===== src/rtl/sgc_pkg.sv =====
// sgc_pkg: offsets, field positions, reset values and timing for the global control bank
// assumes a 10 MHz system clock and 32-bit apb access, one register per word
package sgc_pkg;

    // ------------------------------------------------------------
    // register indices (byte address is four times the index)
    // ------------------------------------------------------------
    localparam logic [7:0] SGC_IDX_PRIO_MIRROR  = 8'h05;
    localparam logic [7:0] SGC_IDX_UPLINK_STORM = 8'h06;
    localparam logic [7:0] SGC_IDX_STORM_LOW    = 8'h07;
    localparam logic [7:0] SGC_IDX_PORT_STORM   = 8'h08; // port storm enables on write, drop flags on read, bits 4:0

    // ------------------------------------------------------------
    // field positions
    // ------------------------------------------------------------
    localparam int SGC_PRIO_LSB     = 2;
    localparam int SGC_MIRROR_BIT   = 0;
    localparam int SGC_BACKPRES_BIT = 7;
    localparam int SGC_HALFDUP_BIT  = 6;
    localparam int SGC_FLOWCTL_BIT  = 5;
    localparam int SGC_SPEED10_BIT  = 4;
    localparam int SGC_NULLVID_BIT  = 3;

    // ------------------------------------------------------------
    // reset values
    // ------------------------------------------------------------
    localparam logic [1:0] SGC_PRIO_RST      = 2'h0;
    localparam logic [2:0] SGC_STORM_HI_RST  = 3'h0;
    localparam logic [7:0] SGC_STORM_LO_RST  = 8'h4a;

    // ------------------------------------------------------------
    // priority scheme codes and weighted ratios (high frames per low frame)
    // ------------------------------------------------------------
    localparam logic [1:0] SGC_PRIO_STRICT = 2'h0;
    localparam logic [3:0] SGC_RATIO_01    = 4'ha;
    localparam logic [3:0] SGC_RATIO_10    = 4'h5;
    localparam logic [3:0] SGC_RATIO_11    = 4'h2;

    // ------------------------------------------------------------
    // storm timing
    // ------------------------------------------------------------
    localparam int SGC_CLK_HZ        = 10_000_000;
    localparam int SGC_PERIOD100_MS  = 50;
    localparam int SGC_PERIOD10_MS   = 500;
    localparam int SGC_PERIOD100_CYC = SGC_CLK_HZ / 1000 * SGC_PERIOD100_MS;
    localparam int SGC_PERIOD10_CYC  = SGC_CLK_HZ / 1000 * SGC_PERIOD10_MS;
    localparam int SGC_BLOCK_BYTES   = 64;

endpackage


===== src/rtl/sgc_global_ctrl.sv =====
// sgc_global_ctrl: global control bank of a five-port switch, with the scheduler,
// mirror match, storm limiter and uplink settings that those registers steer.
// assumes apb master on mclk, synchronous strap levels held stable around reset.
//
// Contract
// - two-bit priority field picks strict or 10:1, 5:1, 2:1 weighted service
// - code 00 always sends waiting high frame before any low frame
// - mirror mode 1: mirror only when source and destination both marked
// - mirror mode 0: mirror when source or destination marked; serves rx-only
// - bit 7 enables uplink half-duplex back pressure, resets to 0
// - bit 6 selects uplink half duplex, reset value from duplex strap
// - bit 5 enables uplink full-duplex flow control, reset from strap
// - bit 4 selects uplink 10 Mbit/s, reset from speed strap
// - bit 3 enables replacing zero vlan id with port vlan id
// - 11-bit storm budget: high three bits reg 6, low byte reg 7
// - budget counts 64-byte blocks accepted per input port per period
// - storm period 50 ms at 100 Mbit/s, 500 ms at 10 Mbit/s
// - storm limiting only on ports whose storm enable bit is set
`timescale 1ns/1ps
module sgc_global_ctrl
    import sgc_pkg::*;
#(
    parameter int NPORTS     = 5,
    parameter int PERIOD100  = SGC_PERIOD100_CYC,
    parameter int PERIOD10   = SGC_PERIOD10_CYC
)(
    // clock and reset
    input  wire logic              mclk,
    input  wire logic              sys_rst,
    // apb slave
    input  wire logic              psel,
    input  wire logic              penable,
    input  wire logic              pwrite,
    input  wire logic [11:0]       paddr,
    input  wire logic [31:0]       pwdata,
    output logic                   pready,
    output logic [31:0]            prdata,
    output logic                   pslverr,
    // strap levels
    input  wire logic              duplex_strap_pin,
    input  wire logic              flow_control_strap_pin,
    input  wire logic              speed_strap_pin,
    // egress scheduler request
    input  wire logic              sched_req,
    input  wire logic              hi_waiting,
    input  wire logic              lo_waiting,
    output logic                   sched_grant_hi,
    output logic                   sched_grant_lo,
    // mirror decision
    input  wire logic [NPORTS-1:0] mirror_rx_mark,
    input  wire logic [NPORTS-1:0] mirror_tx_mark,
    input  wire logic [NPORTS-1:0] frm_src,
    input  wire logic [NPORTS-1:0] frm_dst,
    output logic                   mirror_copy,
    // vlan id replacement
    input  wire logic [11:0]       rx_vid,
    input  wire logic [11:0]       port_vid,
    output logic [11:0]            vid_out,
    // storm limiter: one 64-byte block of broadcast data per strobe
    input  wire logic [NPORTS-1:0] bcast_blk,
    output logic [NPORTS-1:0]      storm_drop,
    // uplink settings
    output logic                   mii_backpressure_en,
    output logic                   mii_half_duplex,
    output logic                   mii_flow_ctrl_en,
    output logic                   mii_speed_10
);

    if (NPORTS < 1 || NPORTS > 8 || PERIOD100 < 2 || PERIOD10 < PERIOD100
        || PERIOD10 > 24'hffffff)
    begin : gen_param_check
        $error("sgc_global_ctrl: unsupported parameters");
    end

    // ------------------------------------------------------------
    // register state
    // ------------------------------------------------------------
    logic [1:0]        prio_q, prio_d;
    logic              mirror_and_q, mirror_and_d;
    logic [7:0]        gc4_q, gc4_d;
    logic [7:0]        storm_lo_q, storm_lo_d;
    logic [NPORTS-1:0] port_storm_q, port_storm_d;
    logic              strap_done_q, strap_done_d;
    logic              pready_q, pready_d;
    logic [31:0]       prdata_q, prdata_d;
    logic              pslverr_q, pslverr_d;
    logic [NPORTS-1:0] storm_drop_q, storm_drop_d;

    // index decode shared by read and write paths
    function automatic logic idx_hit(input logic [11:0] a, input logic [7:0] idx);
        idx_hit = (a[1:0] == 2'h0) && (a[11:2] == {2'h0, idx});
    endfunction
    logic              acc, mapped;
    assign acc    = psel && penable && !pready_q;
    assign mapped = idx_hit(paddr, SGC_IDX_PRIO_MIRROR) || idx_hit(paddr, SGC_IDX_UPLINK_STORM)
                 || idx_hit(paddr, SGC_IDX_STORM_LOW) || idx_hit(paddr, SGC_IDX_PORT_STORM);

    // register file next state; straps caught on the first clock after reset release
    always_comb
    begin
        prio_d       = prio_q;
        mirror_and_d = mirror_and_q;
        gc4_d        = gc4_q;
        storm_lo_d   = storm_lo_q;
        port_storm_d = port_storm_q;
        strap_done_d = 1'b1;
        pready_d     = acc;
        pslverr_d    = acc && !mapped;
        prdata_d     = 32'h0;
        if (!strap_done_q)
        begin
            gc4_d[SGC_HALFDUP_BIT] = duplex_strap_pin;
            gc4_d[SGC_FLOWCTL_BIT] = flow_control_strap_pin;
            gc4_d[SGC_SPEED10_BIT] = speed_strap_pin;
        end
        if (acc && pwrite)
        begin
            if (idx_hit(paddr, SGC_IDX_PRIO_MIRROR))
            begin
                prio_d       = pwdata[SGC_PRIO_LSB +: 2];
                mirror_and_d = pwdata[SGC_MIRROR_BIT];
            end
            if (idx_hit(paddr, SGC_IDX_UPLINK_STORM))
                gc4_d = pwdata[7:0];
            if (idx_hit(paddr, SGC_IDX_STORM_LOW))
                storm_lo_d = pwdata[7:0];
            if (idx_hit(paddr, SGC_IDX_PORT_STORM))
                port_storm_d = pwdata[NPORTS-1:0];
        end
        if (acc && !pwrite)
        begin
            if (idx_hit(paddr, SGC_IDX_PRIO_MIRROR))
                prdata_d[7:0] = {4'h0, prio_q, 1'b0, mirror_and_q};
            if (idx_hit(paddr, SGC_IDX_UPLINK_STORM))
                prdata_d[7:0] = gc4_q;
            if (idx_hit(paddr, SGC_IDX_STORM_LOW))
                prdata_d[7:0] = storm_lo_q;
            if (idx_hit(paddr, SGC_IDX_PORT_STORM))
                prdata_d[NPORTS-1:0] = storm_drop_q;
        end
    end

    // register file flops; reset loads constants only
    always_ff @(posedge mclk)
    begin
        if (sys_rst)
        begin
            prio_q       <= SGC_PRIO_RST;
            mirror_and_q <= 1'b0;
            gc4_q        <= {5'h0, SGC_STORM_HI_RST};
            storm_lo_q   <= SGC_STORM_LO_RST;
            port_storm_q <= '0;
            strap_done_q <= 1'b0;
            pready_q     <= 1'b0;
            prdata_q     <= 32'h0;
            pslverr_q    <= 1'b0;
        end
        else
        begin
            prio_q       <= prio_d;
            mirror_and_q <= mirror_and_d;
            gc4_q        <= gc4_d;
            storm_lo_q   <= storm_lo_d;
            port_storm_q <= port_storm_d;
            strap_done_q <= strap_done_d;
            pready_q     <= pready_d;
            prdata_q     <= prdata_d;
            pslverr_q    <= pslverr_d;
        end
    end

    // ------------------------------------------------------------
    // scheduler, mirror, vlan and uplink outputs
    // ------------------------------------------------------------
    logic [3:0]        hi_cnt_q, hi_cnt_d;
    logic              gnt_hi_q, gnt_hi_d, gnt_lo_q, gnt_lo_d;
    logic              mirror_q, mirror_d;
    logic [11:0]       vid_q, vid_d;
    logic [3:0]        ratio;
    logic              src_m, dst_m;
    // weighted service: after ratio high grants a waiting low frame gets one turn
    always_comb
    begin
        case (prio_q)
            2'h1:    ratio = SGC_RATIO_01;
            2'h2:    ratio = SGC_RATIO_10;
            default: ratio = SGC_RATIO_11;
        endcase
        hi_cnt_d = hi_cnt_q;
        gnt_hi_d = 1'b0;
        gnt_lo_d = 1'b0;
        if (sched_req)
        begin
            if (prio_q == SGC_PRIO_STRICT)
            begin
                gnt_hi_d = hi_waiting;
                gnt_lo_d = !hi_waiting && lo_waiting;
            end
            else if (hi_waiting && (!lo_waiting || hi_cnt_q < ratio))
            begin
                gnt_hi_d = 1'b1;
                hi_cnt_d = (hi_cnt_q < ratio) ? hi_cnt_q + 4'h1 : hi_cnt_q;
            end
            else if (lo_waiting)
            begin
                gnt_lo_d = 1'b1;
                hi_cnt_d = 4'h0;
            end
        end
        src_m    = |(frm_src & mirror_rx_mark);
        dst_m    = |(frm_dst & mirror_tx_mark);
        mirror_d = mirror_and_q ? (src_m && dst_m)
                                : (src_m || dst_m);
        vid_d    = (gc4_q[SGC_NULLVID_BIT] && rx_vid == 12'h0) ? port_vid : rx_vid;
    end
    always_ff @(posedge mclk)
    begin
        if (sys_rst)
        begin
            hi_cnt_q <= 4'h0;
            gnt_hi_q <= 1'b0;
            gnt_lo_q <= 1'b0;
            mirror_q <= 1'b0;
            vid_q    <= 12'h0;
        end
        else
        begin
            hi_cnt_q <= hi_cnt_d;
            gnt_hi_q <= gnt_hi_d;
            gnt_lo_q <= gnt_lo_d;
            mirror_q <= mirror_d;
            vid_q    <= vid_d;
        end
    end

    // ------------------------------------------------------------
    // storm limiter
    // ------------------------------------------------------------
    // one shared period timer; its length follows the uplink speed bit
    logic [23:0]       tmr_q, tmr_d;
    logic [10:0]       blk_cnt_q [NPORTS];
    logic [10:0]       blk_cnt_d [NPORTS];
    logic [10:0]       budget;
    logic              period_end;
    logic [23:0]       period_len;
    assign budget     = {gc4_q[2:0], storm_lo_q};
    assign period_len = gc4_q[SGC_SPEED10_BIT] ? 24'(PERIOD10 - 1)
                                               : 24'(PERIOD100 - 1);
    assign period_end = (tmr_q >= period_len);
    always_comb
    begin
        tmr_d        = period_end ? 24'h0 : tmr_q + 24'h1;
        storm_drop_d = storm_drop_q;
        for (int p = 0; p < NPORTS; p++)
        begin
            blk_cnt_d[p] = blk_cnt_q[p];
            if (period_end)
            begin
                blk_cnt_d[p]    = 11'h0;
                storm_drop_d[p] = 1'b0;
            end
            else if (port_storm_q[p] && bcast_blk[p])
            begin
                if (blk_cnt_q[p] < budget)
                    blk_cnt_d[p] = blk_cnt_q[p] + 11'h1;
                else
                    storm_drop_d[p] = 1'b1;
            end
            if (!port_storm_q[p])
                storm_drop_d[p] = 1'b0;
        end
    end
    always_ff @(posedge mclk)
    begin
        if (sys_rst)
        begin
            tmr_q        <= 24'h0;
            storm_drop_q <= '0;
            for (int p = 0; p < NPORTS; p++)
                blk_cnt_q[p] <= 11'h0;
        end
        else
        begin
            tmr_q        <= tmr_d;
            storm_drop_q <= storm_drop_d;
            for (int p = 0; p < NPORTS; p++)
                blk_cnt_q[p] <= blk_cnt_d[p];
        end
    end

    // output wiring, all straight from flops
    assign pready              = pready_q;
    assign prdata              = prdata_q;
    assign pslverr             = pslverr_q;
    assign sched_grant_hi      = gnt_hi_q;
    assign sched_grant_lo      = gnt_lo_q;
    assign mirror_copy         = mirror_q;
    assign vid_out             = vid_q;
    assign storm_drop          = storm_drop_q;
    assign mii_backpressure_en = gc4_q[SGC_BACKPRES_BIT];
    assign mii_half_duplex     = gc4_q[SGC_HALFDUP_BIT];
    assign mii_flow_ctrl_en    = gc4_q[SGC_FLOWCTL_BIT];
    assign mii_speed_10        = gc4_q[SGC_SPEED10_BIT];
endmodule


===== config.mk =====
export PLATFORM = sky130hd
export DESIGN_NAME = sgc_global_ctrl
export DESIGN_NICKNAME = d
export VERILOG_FILES = /design/src/rtl/sgc_pkg.sv /design/src/rtl/sgc_global_ctrl.sv
export SDC_FILE = /design/constraint.sdc
export NUM_CORES = 1
export LEC_CHECK = 0
export ABC_CLOCK_PERIOD_IN_PS = 3100
export BUFFER_PORTS_ARGS = -buffer_cell sky130_fd_sc_hd__buf_2
export CORE_ASPECT_RATIO = 1.2
export CORE_MARGIN = 3
export CORE_UTILIZATION = 40
export CTS_CLUSTER_DIAMETER = 120
export DETAILED_ROUTE_END_ITERATION = 16
export GPL_TIMING_DRIVEN = 0
export PLACE_DENSITY_LB_ADDON = 0.2
export RECOVER_POWER = 50
export REMOVE_ABC_BUFFERS = 1
export SYNTH_ARGS = -nofsm -noshare
export SYNTH_HDL_FRONTEND = slang
export SYNTH_SLANG_ARGS = --single-unit

===== constraint.sdc =====
create_clock -name mclk -period 3.1 [get_ports mclk]
set_clock_uncertainty 0.05 [all_clocks]
set_input_delay 0.62 -clock mclk [delete_from_list [all_inputs] [get_ports mclk]]
set_output_delay 0.62 -clock mclk [all_outputs]
set_load 0.005 [all_outputs]

* Yosys cells after proc, flatten, opt, wreduce, memory -nomap -nowiden *
Memories as Yosys holds them, arrays and structs flattened.
Cells that the tools add are included.

word-level totals
  register bits = 107
  bits in writable memories = 55
  logic and storage cells = 158
  memories = 1

operators by class
  add/sub/neg operators = 7
  $lt $le $gt $ge = 7
  equality and inequality tests = 7
  multiplexer cells = 42
  bitwise gates (word level) = 20
  reductions and logical operators = 52

memories
  memory     words  width  rd ports  clocked after Yosys merged registers in  wr ports  RTL line                text
  blk_cnt_q  5      11     5         0                                        5         sgc_global_ctrl.sv:241  logic [10:0] blk_cnt_q [NPORTS];

operators by type and width
  operator                                        count
  2-to-1 mux 11 bit                               20
  adder 11 x 1 -> 11 bit, second input constant   5
  less-than comparator 11 bit                     5
  == test 10 x 3 -> 1 bit, second input constant  3
  adder 24 x 1 -> 24 bit, second input constant   1
  >= comparator 24 x 23 -> 1 bit                  1
  2-to-1 mux 23 bit                               1
  logical AND 1 bit                               18
  AND reduction 2 bit                             9
  2-to-1 mux 4 bit                                4
  2-to-1 mux 8 bit                                2
  OR reduction 3 bit                              5
  2-to-1 mux 7 bit                                2
  NOT 1 bit                                       13
  zero test 12 bit                                1
  2-to-1 mux 12 bit                               1
  bitwise AND 5 bit                               2
  == test 10 x 4 -> 1 bit, second input constant  1
  OR reduction 5 bit                              2
  2-to-1 mux 1 bit                                9
  case mux 4 bit (2 select lines)                 1
  OR reduction 2 bit                              3
  zero test 1 bit                                 5
  logical OR 1 bit                                5
  other kinds (11)                                16

* Longest topological paths before layout *
  word-level depth = 7
  gate-level depth with buffers = 10
  depth with buffers taken out = 8

* Least setup slack after synthesis *
Ideal clock, no wire load.

  kind = input -> register
  start point = in paddr[9]
  end point = reg gc4_q[0]
  library setup time = 0.128 ns
  arrival = 2.119 ns
  slack = 0.803 ns
  stages on the path = 6
  buffers on the path = 1
  path through = or4_4 nor4_4 nand2_2 buf_6 mux2i_1 nor2_1

between the ends
  longest elaborated chain between the ends = 3

ends and longest elaborated chain
  element                               RTL line                text
  start: declaration                    sgc_global_ctrl.sv:34   input wire logic [11:0] paddr,
  == test 10 x 3 -> 1 bit               sgc_global_ctrl.sv:91   idx_hit = (a[1:0] == 2'h0) && (a[11:2] == {2'h0, idx});
  logical AND 1 bit                     sgc_global_ctrl.sv:91
  AND reduction 2 bit (no source line)  n/a
  end signal: assignment                sgc_global_ctrl.sv:150  gc4_q <= {5'h0, SGC_STORM_HI_RST};
  end signal: assignment                sgc_global_ctrl.sv:162  gc4_q <= gc4_d;
  end: declaration                      sgc_global_ctrl.sv:80   logic [7:0] gc4_q, gc4_d;

Every way passes these cells.
A chain may end at the register's enable or synchronous reset.

* Final worst setup path *
  start point = in paddr[9]
  end point = reg gc4_q[4]

between the ends
  longest elaborated chain between the ends = 4

ends and longest elaborated chain
  element                  RTL line                text
  == test 10 x 3 -> 1 bit  sgc_global_ctrl.sv:91
  logical AND 1 bit        sgc_global_ctrl.sv:91
  2-to-1 mux 7 bit         sgc_global_ctrl.sv:123  if (idx_hit(paddr, SGC_IDX_UPLINK_STORM))
  2-to-1 mux 7 bit         sgc_global_ctrl.sv:116  if (acc && pwrite)

Every way passes these cells.

==> reports/summary.md <==
Worst reg2reg path startpoint: gc4_q[4]$_SDFF_PP0_. For the number of failing hold endpoints at the final stage, the log shows 0. For the worst flop-to-flop path, the logic depth is 10. The run gives 41.2% as the initial cell density of the core. The critical path is of the in2reg type.

The number of max-cap violations was 1; the number of routed nets with antenna violations was 0. Synthesis handed over a netlist of 868 instances. At the later pin of the worst-skew pair, clock insertion delay measures 0.42 ns. For flop-to-flop paths, the worst setup slack is 0.29 ns.

Buffers inserted to repair hold after CTS numbered 0. Counting flops with a built-in enable in the synthesized netlist gives 0. The cell sitting at the root of the clock tree is a sky130_fd_sc_hd__clkbuf_16.

The capture point of the worst reg-to-reg path is storm_drop[2]$_SDFFE_PP0P_. TritonCTS built the clock tree. The post-synthesis area per instance was 8.72 sq um.

STA puts the critical path data required time at 3.32 ns. The logs give 4.17 mW for the overall power and 0.770 for the weighted congestion reported at the end of routability-driven placement. Most used flip-flop cell after synthesis: sky130_fd_sc_hd__dfxtp_1. Type of destination of the critical path: a flip-flop. The library cell used most frequently in the layout, excluding fill and tap cells, is sky130_fd_sc_hd__dfxtp_1. The number of port buffers was 113. The tools report the overall routed net length as 18100 um. The top achievable clock speed was 0.352 GHz; the area growth from synthesis to final layout was 17.4%. Core area: 18400 sq um. 162 I/O pins were placed. The via count normalized by instance count is 5.22. The proportion of layout cells with a drive suffix above 1 was 13.9%; the count of unresolved DRC violations after routing was 0. The worst hold path was traced through 3 stages. The fraction of the core area covered by cells at the end of the flow was 48.4%; the buffers inserted during post-CTS setup optimization was 0.

After legalization and detailed placement, the total HPWL measured 13200 um. Of all cell types, the one taking the most synthesized area is sky130_fd_sc_hd__dfxtp_1. The number of antenna diodes in the final layout is 0. Of all flip-flops after synthesis, the portion carrying an async set or reset was 0%. The net count of the finished layout is 1151. The top cell type by area accounts for 36.5% of the synthesized area. Before antenna repair, the detailed router went through 4 iterations. The ratio of final minimum period to clock period works out to 91.6%. For this run, the number of Yosys warnings is 0.

The tools report the count of routing violations after the opening detailed-route iteration as 382. Dividing the detail-routed wire length by the instance count gives 14.6 um. Sorting the synthesized cells by area gives the leading types as sky130_fd_sc_hd__dfxtp_1 36%, sky130_fd_sc_hd__ha_1 12%, sky130_fd_sc_hd__nor2_1 6.5%. The worst hold path begins at rx_vid[7]. The initial antenna violation count was 0; the number of register bits inferred by synthesis was 138.

STA classifies the critical path startpoint as an input port. Measured against its own limit, the worst slew margin works out to -5.48%. The final reports fail on max-capacitance violations, max-slew violations.

The hold-critical path endpoint is vid_out[7]$_SDFF_PP0_. Measured along the x axis, the die boundary spans 132 um. Setup violations remaining at the end of the flow were counted as 0. The tools report the post-synth design cell area as 7570 sq um.

Number of sinks on the clock net: 138. Placement row count: 54. The run gives 6478 as the vias after detailed routing. Number of clock buffers inserted by TritonCTS: 17. The run gives 6249 as the via count of the first global-routing pass. For the overall routing resource usage, the log shows 18.0%. The H-tree was split into 4 levels. For the static power due to leakage, the log shows 3.79 nW. Count of cell types in the netlist: 66. The time the final worst path needs with I/O delays and setup was 2.84 ns.

The data arrival at the endpoint of the critical path was 3.06 ns. The largest fanout of any net on the critical path is 11, and the total count of max-transition violations in the final report is 13. The post-route setup TNS was 0 ns; the die height was 157 um.

The library cells used most frequently in the layout, excluding fill and tap cells, are 137 x sky130_fd_sc_hd__dfxtp_1, 131 x sky130_fd_sc_hd__nor2_1, 85 x sky130_fd_sc_hd__buf_2. Overall die area: 20600 sq um. The total congestion overflow is 0, and the largest vdd supply drop is 0.348 mV.

Clock-pin slew was measured on the worst setup and hold paths at 0.06 ns. The slew at the pin closest to its max-slew limit was 1.58 ns; the largest net degree at the start of global routing was 42. Counting along the longest clock path gives a buffer depth of 2. The type of the tightest min-delay check is in2reg.

For the first-pass GRT wire length, the log shows 30700 um. The sequential area share after synthesis is 36.5%. The areal power density over the cells works out to 469 nW/um^2.

Setup repair after global routing left no endpoint under its margin. The run finished, with violations left.
-- timing repair --
item                                   4_1_cts  5_1_grt
setup endpoints to repair                    2       27
endpoints found under the hold margin        0        0
gates resized for setup                      1        2
-- power by group --
group	internal, mW	leakage, nW	switching, mW	total, mW
combinational	0.0764	2.37	0.0944	0.171
clock	1.38	0.305	0.823	2.20
sequential	1.79	1.12	0.0105	1.80
total	3.24	3.79	0.927	4.17
-- sequential cells by signal, indices dropped and copies added (netlist names), 2 cells and up --
signal	flops
prio_q	2
hi_cnt_q	4
tmr_q	24
blk_cnt_q	55
port_storm_q	5
prdata	8
storm_lo_q	8
vid_out	12
gc4_q	8
storm_drop	5
-- metrics by stage --
step | instances | hold slack, ns | cell area, sq um | setup WS, ns
floorplan | 842 | 0.380 | 7320 | -1.43
CTS | 1242 | 0.350 | 8940 | 0.0939
global route | 1242 | 0.361 | 8890 | 0.0539
detailed placement | 1210 | 0.409 | 8300 | 0.0145
global placement | 1207 | 0.397 | 8200 | -3.63
finish | 1242 | 0.365 | 8890 | 0.261
-- Yosys cell counts (11+ instances only) --
master	n
sky130_fd_sc_hd__xor2_1	41
sky130_fd_sc_hd__nand3_1	51
sky130_fd_sc_hd__a21o_1	11
sky130_fd_sc_hd__clkbuf_1	12
sky130_fd_sc_hd__o21ai_0	23
sky130_fd_sc_hd__mux2i_1	21
sky130_fd_sc_hd__nand2_1	62
sky130_fd_sc_hd__nand4_1	27
sky130_fd_sc_hd__buf_4	24
sky130_fd_sc_hd__a211oi_1	14
sky130_fd_sc_hd__ha_1	70
sky130_fd_sc_hd__and3_1	13
sky130_fd_sc_hd__xnor2_1	21
sky130_fd_sc_hd__dfxtp_1	138
sky130_fd_sc_hd__a21oi_1	57
sky130_fd_sc_hd__nor2_1	131
sky130_fd_sc_hd__inv_1	21
-- per-layer routing --
metal	GRT usage, %	wire length, um	part of all wire (%)	vias to the layer above
met1	22.6	8230	45	3056
met5	0	0	0	-
met3	3.22	740	4.1	23
met4	6.10	276	1.5	0
met2	31.3	8880	49	115
li1	-	-	-	3284
-- worst max-delay path: stages --
cell                       delay [ns]
sky130_fd_sc_hd__buf_2           0.09
sky130_fd_sc_hd__or4_1           0.60
sky130_fd_sc_hd__nor4_2          0.99
sky130_fd_sc_hd__nand2_2         0.43
sky130_fd_sc_hd__nor2_1          0.26
sky130_fd_sc_hd__a211oi_2        0.07
-- worst max path at each step --
stage,from,end,slack [ns]
finish,paddr[9],gc4_q[4]$_SDFF_PP0_,0.26
global route,gc4_q[4]$_SDFF_PP0_,storm_drop[0]$_SDFFE_PP0P_,0.05
CTS,gc4_q[4]$_SDFF_PP0_,storm_drop[0]$_SDFFE_PP0P_,0.09
detailed placement,gc4_q[4]$_SDFF_PP0_,storm_drop[0]$_SDFFE_PP0P_,0.01
global placement,gc4_q[4]$_SDFF_PP0_,blk_cnt_q[0][7]$_SDFFE_PP0P_,-3.63
floorplan,gc4_q[4]$_SDFF_PP0_,blk_cnt_q[0][0]$_SDFFE_PP0P_,-1.43
-- layout make-up --
| cell class | count | area [sq um] |
|---|---|---|
| Clock inverter | 13 | 189 |
| Inverter | 22 | 82.6 |
| Tap cell | 252 | 315 |
| Fill cell | 1847 | 9490 |
| Sequential cell | 138 | 2760 |
| Multi-Input combinational cell | 682 | 4480 |
| Clock buffer | 19 | 443 |
| Timing Repair Buffer | 116 | 613 |
-- kinds of logic after synthesis --
logic type | synth area share, %
buffers and inverters | 5.55
flip-flops | 36.5
other | 0.0495
XOR/XNOR | 7.17
multiplexers | 2.78
AO/OA/AOI/OAI | 13.3
AND/OR/NAND/NOR | 23.1
adder cells (fa/ha/maj) | 11.6
(Power assumes the default switching activity.)
